`src/verilog/sgcp_defs.svh`:
```
// Constants for the serial gain control port: frame layout, defaults, timing.
// Assumes inclusion by bare name from the package and the two ends.
`ifndef SGCP_DEFS_SVH
`define SGCP_DEFS_SVH

// Frame layout
`define SGCP_FRAME_BITS 8
`define SGCP_GAIN_BITS 6
`define SGCP_PDN_POS 7
`define SGCP_SPARE_POS 6
`define SGCP_GAIN_MSB 5
`define SGCP_GAIN_LSB 0
`define SGCP_BITCNT_W 4

// Gain law: nominal gain in quarter dB is base plus code
`define SGCP_GAIN_BASE_QDB 8'h28
`define SGCP_GAIN_QDB_W 8

// Power-on default: 17.75 dB is code 31
`define SGCP_GAIN_RESET 6'h1F
`define SGCP_PDN_RESET 1'b0

// Timing: clock 25 MHz, link clock at most 1 MHz
`define SGCP_CLK_KHZ 25000
`define SGCP_LINK_MAX_KHZ 1000
`define SGCP_HALF_CYC ((`SGCP_CLK_KHZ + 2 * `SGCP_LINK_MAX_KHZ - 1) / (2 * `SGCP_LINK_MAX_KHZ))
`define SGCP_DIV_W 5

`endif

```
`src/verilog/sgcp_pkg.sv`:
```
// Types shared by both ends of the serial gain control port.
// Assumes sgcp_defs.svh on the include path.
`include "sgcp_defs.svh"

package sgcp_pkg;
    typedef logic [`SGCP_GAIN_BITS-1:0] sgcp_gain_t;
    typedef logic [`SGCP_FRAME_BITS-1:0] sgcp_frame_t;
    typedef logic [`SGCP_GAIN_QDB_W-1:0] sgcp_qdb_t;

    typedef enum logic [1:0] {
        SGCP_IDLE = 2'b00,
        SGCP_LOW = 2'b01,
        SGCP_HIGH = 2'b10,
        SGCP_LOAD = 2'b11
    } sgcp_state_e;
endpackage

```
`src/verilog/sgcp_if.sv`:
```
// Three-wire link between master and gain port, plus the daisy-chain output.
// Assumes both ends are clocked by the same system clock in the bench.
`timescale 1ns/1ps

interface sgcp_if;
    logic sclk;
    logic sdata;
    logic load_latch_strobe;
    logic sdout;

    modport master (output sclk, output sdata, output load_latch_strobe, input sdout);
    modport device (input sclk, input sdata, input load_latch_strobe, output sdout);
endinterface

```
`src/verilog/sgcp_device.sv`:
```
// Gain port end: samples link pins, shifts on rising link clock, latches on strobe.
// Assumes link pins are asynchronous; two flops before use.
`timescale 1ns/1ps
`include "sgcp_defs.svh"

module sgcp_device (
    // System
    input wire logic clk,
    input wire logic rstn,
    // Link
    sgcp_if.device link,
    // Applied setting
    output sgcp_pkg::sgcp_gain_t gain_code,
    output sgcp_pkg::sgcp_qdb_t gain_qdb,
    output logic power_down
);
    logic [2:0] sync1, sync2, next_sync1, next_sync2;
    logic sclk_d, next_sclk_d;
    logic le_d, next_le_d;
    sgcp_pkg::sgcp_frame_t chain, next_chain;
    logic sdout, next_sdout;
    sgcp_pkg::sgcp_gain_t next_gain_code;
    sgcp_pkg::sgcp_qdb_t next_gain_qdb;
    logic next_power_down;
    logic rise, fall, le_rise;

    assign link.sdout = sdout;

    // Two-flop synchronisers and edge history
    always_comb begin
        next_sync1 = {link.load_latch_strobe, link.sdata, link.sclk};
        next_sync2 = sync1;
        next_sclk_d = sync2[0];
        next_le_d = sync2[2];
    end

    always_ff @(posedge clk or negedge rstn) begin
        if (!rstn) begin
            sync1 <= 3'h4;
            sync2 <= 3'h4;
            sclk_d <= 1'b0;
            le_d <= 1'b1;
        end else begin
            sync1 <= next_sync1;
            sync2 <= next_sync2;
            sclk_d <= next_sclk_d;
            le_d <= next_le_d;
        end
    end

    // Edge detects on synchronised pins
    assign rise = sync2[0] & ~sclk_d;
    assign fall = ~sync2[0] & sclk_d;
    assign le_rise = sync2[2] & ~le_d;

    // Chain, output stage and latched setting
    always_comb begin
        next_chain = chain;
        next_sdout = sdout;
        next_gain_code = gain_code;
        next_gain_qdb = gain_qdb;
        next_power_down = power_down;
        if (!sync2[2] && rise) begin
            next_chain = {chain[`SGCP_FRAME_BITS-2:0], sync2[1]};
        end
        if (!sync2[2] && fall) begin
            next_sdout = chain[`SGCP_FRAME_BITS-1];
        end
        if (le_rise) begin
            next_power_down = chain[`SGCP_PDN_POS];
            next_gain_code = chain[`SGCP_GAIN_MSB:`SGCP_GAIN_LSB];
            next_gain_qdb = `SGCP_GAIN_BASE_QDB
                + {2'h0, chain[`SGCP_GAIN_MSB:`SGCP_GAIN_LSB]};
        end
    end

    always_ff @(posedge clk or negedge rstn) begin
        if (!rstn) begin
            chain <= '0;
            sdout <= 1'b0;
            gain_code <= `SGCP_GAIN_RESET;
            gain_qdb <= `SGCP_GAIN_BASE_QDB + {2'h0, `SGCP_GAIN_RESET};
            power_down <= `SGCP_PDN_RESET;
        end else begin
            chain <= next_chain;
            sdout <= next_sdout;
            gain_code <= next_gain_code;
            gain_qdb <= next_gain_qdb;
            power_down <= next_power_down;
        end
    end
endmodule // sgcp_device

```
`src/flat_wrapper.sv`:
```
// flat-port wrapper written by rule: the top's interface ports become plain ports
module sgcp_device_flat 
  (clk, rstn, gain_code, gain_qdb, power_down, link_sclk, link_sdata, link_load_latch_strobe, link_sdout);
  sgcp_if link_i ();
  input wire logic clk;
  input wire logic rstn;
  output sgcp_pkg::sgcp_gain_t gain_code;
  output sgcp_pkg::sgcp_qdb_t gain_qdb;
  output logic power_down;
  input wire logic [$bits(link_i.sclk)-1:0] link_sclk;
  input wire logic [$bits(link_i.sdata)-1:0] link_sdata;
  input wire logic [$bits(link_i.load_latch_strobe)-1:0] link_load_latch_strobe;
  output wire logic [$bits(link_i.sdout)-1:0] link_sdout;
  assign link_i.sclk = link_sclk;
  assign link_i.sdata = link_sdata;
  assign link_i.load_latch_strobe = link_load_latch_strobe;
  assign link_sdout = link_i.sdout;
  sgcp_device u_core (.clk(clk), .rstn(rstn), .link(link_i), .gain_code(gain_code), .gain_qdb(gain_qdb), .power_down(power_down));
endmodule
```
`config.mk`:
```
export PLATFORM = sky130hd
export DESIGN_NAME = sgcp_device_flat
export DESIGN_NICKNAME = d
export VERILOG_FILES = /design/src/verilog/sgcp_pkg.sv /design/src/verilog/sgcp_if.sv /design/src/verilog/sgcp_device.sv /design/src/flat_wrapper.sv
export VERILOG_INCLUDE_DIRS = /design/src /design/src/verilog
export SDC_FILE = /design/constraint.sdc
export NUM_CORES = 1
export LEC_CHECK = 0
export BUFFER_PORTS_ARGS = -buffer_cell sky130_fd_sc_hd__buf_2
export CORE_UTILIZATION = 35
export CTS_CLUSTER_SIZE = 28
export DETAILED_ROUTE_END_ITERATION = 12
export MAX_ROUTING_LAYER = met4
export PLACE_DENSITY = 0.6
export SYNTH_ARGS = -nofsm -noshare
export SYNTH_HDL_FRONTEND = slang
export SYNTH_SLANG_ARGS = --single-unit
export TNS_END_PERCENT = 30
```
`constraint.sdc`:
```
create_clock -name clk -period 2.5 [get_ports clk]
set_clock_uncertainty 0.2 [all_clocks]
set_input_delay 0.25 -clock clk [delete_from_list [all_inputs] [get_ports clk]]
set_output_delay 0.25 -clock clk [all_outputs]
set_load 0.05 [all_outputs]
```
-- Word level (Yosys, flattened, before mapping)
Cells that the tools add are included.
- bitwise logic cells: 6
- reduce and logical (&&, ||, !) cells: 3
- $add $sub $neg: 1
- operators with widths (cell ; count):
    $add 6x6->7 const A ; 1
    $and 1x1->1 ; 3
    $not 1->1 ; 3
    $logic_and 1x1->1 ; 2
    $logic_not 1->1 ; 1
- bits in registers: 32
- word-level logic and storage cells: 19
- input bits: 5
- output and inout bits: 16

-- Logic depth before layout (Yosys ltp)
- word-level depth: 3
- depth in mapped cells: 3
- mapped depth without buffers: 3

-- Worst setup path after synthesis
No wires, ideal clock.
- path kind: flip-flop to flip-flop
- start point: reg u_core.le_d
- end point: reg u_core.gain_code[5]
- setup time: 125 ps
- buffers on the path: 1
- data arrival time: 1150 ps
- stages on the path, launching flop included: 4
- setup slack: 1025 ps
- clock period less this slack: 1475 ps
- path through: dfstp_2 > nand2b_1 > buf_2 > mux2_2
- cells in the longest elaborated chain, start to end: 2
- ends and longest elaborated chain (element ; RTL line ; text):
    from (decl) ; sgcp_device.sv:19 ; logic le_d, next_le_d;
    from (signal assigned) ; sgcp_device.sv:47 ; le_d <= next_le_d;
    $not 1->1 ; sgcp_device.sv:54 ; assign le_rise = sync2[2] & ~le_d;
    $and 1x1->1 ; sgcp_device.sv:54 ;
    to (signal assigned) ; sgcp_device.sv:81 ; gain_code <= `SGCP_GAIN_RESET;
    to (signal assigned) ; sgcp_device.sv:87 ; gain_code <= next_gain_code;
    to (decl) ; sgcp_device.sv:13 ; output sgcp_pkg::sgcp_gain_t gain_code,
No other way between the ends.
A chain may end at the register's enable or synchronous reset.

-- Worst setup path in the final report
Same ends and word-level chain as after synthesis.

==> summary.txt <==
Post-DP HPWL -> 941 microns
Arrival @ worst endpoint -> 1680 ps
Netlist cell types -> 14
Placer Congestion -> 0.626
CTS max path bufs -> 2
Port Buffers -> 19
Post-Syn Instances -> 62
relative slew slack -> 60.4%
Starting Density -> 37.4%
vias post-DR -> 528
first-pass GRT wire length -> 2400 microns
EDFF count, synth -> 0
clk sink count -> 28
Async SR Flop Fraction -> 100%
final number of setup-violating endpoints -> 0
unrepaired setup endpoints after global routing -> no
minimum clock period -> 1660 ps
Pleak -> 0.574 nW
met3 WL post-DR -> 77 microns
syn_area_per_cell -> 16.8 sq um
Tot GR Track Use -> 10.5%
Crit Reg-Reg Endpoint -> u_core.gain_code[5]$_DFFE_PN0P_
FILL cells -> 255
hold depth -> 0
flops & latches, synth -> 28
dominant cell type by area after synthesis -> dfrtp_1
max-cap violations -> 0
Post-synth top cells -> dfrtp_1 (19), mux2_2 (18), dfstp_2 (9)
Seq/Total Area, Yosys -> 68.5%
pin count of the biggest net entering global routing -> 29
Min-Delay Path Class -> flop to flop
Die Span X -> 56.5 microns
register area -> 712 sq um
Routed met1 length -> 677 microns
PwrDens -> 1320 nW/um^2
CP Launch Type -> flop
Final Max Tran Viols -> 0
Via density -> 4.59
Crit Path Class -> flop to flop
Worst Path Max Fanout -> 11
kind of cell adding the most delay to the critical path -> flip-flops
antenna violations before repair -> 0
Worst Path Required -> 2520 ps
die area -> 3190 sq um
initial DRC count -> 1
Fin. Hold Viols -> 0
top cells by area, synth -> dfrtp_1 (46%), dfstp_2 (23%), mux2_2 (19%)
Die H -> 56.5 microns
Layout Nets -> 91
buffer and inverter count on the worst path -> 0
DRT Pass-1 Iters -> 2
WHS Endpoint -> u_core.sync2[0]$_DFF_PN0_
Std-Cell Rows -> 19
CP max stage delay -> 530 ps
Non-Filler Instances -> 115
Cells after DPL -> 107
drt total wl -> 1370 microns
depth of the CTS H-tree -> 1
CTS Buf Count -> 3
Overflow after GRT -> 0
CP endpoint kind -> flop
Avg WL per Cell -> 11.9 microns
setup TNS -> 0 ps
Clock Root Buffer -> clkbuf_4
vias in the first global route -> 529
CTS tree -> yes
met2 routed wirelength -> 605 microns
Yosys Warn Count -> 0
layout cells sized above 1 -> 60.7%
Top Metal Used -> met4
R2R Setup Slk -> 840 ps
synthesized cell area -> 1040 sq um
crit share post-route -> 66.3%
reg2reg start -> u_core.le_d$_DFF_PN1_
clk slew on worst S/H paths -> 140 ps
fmax -> 0.603 GHz
syn nets -> 68
top cell type's share of synthesized area -> 45.7%
area of the multi-input gates -> 285 sq um
IO Pins -> 21
status -> finished, final reports clean
crit-path cells -> nand2b_1, mux2_2
Resize count post-CTS -> 0
Synth Flop Type -> dfrtp_1
clock latency on the worst-skew pair -> 320 ps
critical hold path startpoint -> u_core.next_sync2[0]$_DFF_PN0_
CORE AREA -> 2780 sq um
cell with the most instances after synthesis -> dfrtp_1
# DRC -> 0
Max VDD drop -> 849 uV
R2R cell count -> 2
slowest stage cell, crit path -> dfstp_2
P&R area growth vs syn -> 16.8%
Inserted Diodes -> 0
pin slew with the least headroom to its limit -> 595 ps
Critical path origin -> u_core.le_d$_DFF_PN1_
Crit path depth -> 2
post-route antenna net violation count -> 0
==> how the worst max path moves through the flow <==
stage,end,slack [ps]
after floorplan,u_core.gain_code[5]$_DFFE_PN0P_,1030
after global placement,u_core.gain_qdb[5]$_DFFE_PN0P_,850
after detailed placement,u_core.gain_code[5]$_DFFE_PN0P_,830
after CTS,u_core.gain_code[5]$_DFFE_PN0P_,800
after global routing,u_core.gain_qdb[5]$_DFFE_PN0P_,760
final,u_core.gain_code[5]$_DFFE_PN0P_,840
==> layout make-up <==
cell class	instances	share of cell area, %
sequential	28	58.6
clock buffer	4	2.99
tap	31	3.19
inverter	2	0.618
timing repair buffer	23	11.1
multi-input combinational	27	23.5
==> what timing repair did <==
action	CTS	global route
buffers inserted	0	0
hold buffers	4	0
endpoints found under the hold margin	22	0
==> layer usage <==
metal | global-route usage [%] | vias to the layer above
met2 | 15.5 | 17
met4 | 3.14 | 0
met5 | - | -
met3 | 4.84 | 2
met1 | 12.8 | 261
li1 | - | 248
==> sequential cells by signal, summed over array words and instances (netlist names) <==
| signal | count |
|---|---|
| u_core.sync2 | 3 |
| u_core.sclk_d | 1 |
| u_core.le_d | 1 |
| u_core.gain_code | 6 |
| u_core.link.sdout | 1 |
| u_core.gain_qdb | 4 |
| u_core.power_down | 1 |
| u_core.next_sync2 | 3 |
| u_core.chain | 8 |
==> placed cells by master (no fill, tap or decap) <==
cell and n:
mux2_2 18, nand2b_1 1, xnor2_1 1, mux2i_1 2
inv_1 2, clkbuf_4 3, nor3b_1 1, clkbuf_8 1
dfrtp_1 19, buf_2 19, a21oi_1 1, dlygate4sd3_1 4
conb_1 1, dfstp_2 9, nor3b_4 1, ha_1 1
==> metrics by stage <==
stage	power [mW]	util (%)	hold slack, ps	setup WS [ps]	instance area (sq um)
after global placement	1.39	40.9	81.5	849	1140
after detailed placement	1.40	40.9	85.3	830	1140
after CTS	1.62	43.7	168	805	1210
after global routing	1.69	43.7	176	756	1210
after floorplan	1.28	-	-246	1030	1040
final	1.60	43.7	164	841	1210
==> cell families (layout without fill, tap and decap cells) <==
| logic type | Yosys count | after routing | synth area share [%] |
|---|---|---|---|
| flops | 28 | 28 | 68.5 |
| mux | 20 | 20 | 21.4 |
| buf+inv | 7 | 29 | 4.09 |
| simple gates | 3 | 3 | 3.13 |
| fa+ha+maj | 1 | 1 | 1.20 |
| other cells | 1 | 1 | 0.361 |
| compound gates | 1 | 1 | 0.481 |
| xor+xnor | 1 | 1 | 0.843 |
==> power breakdown <==
part | leakage [nW] | total, mW | switching (mW) | internal, mW
Sequential | 0.326 | 0.719 | 0.0935 | 0.625
Clock | 0.0210 | 0.214 | 0.125 | 0.0891
Combinational | 0.227 | 0.665 | 0.468 | 0.197
Total | 0.574 | 1.60 | 0.687 | 0.911
Power figures use the tool's default switching activity.
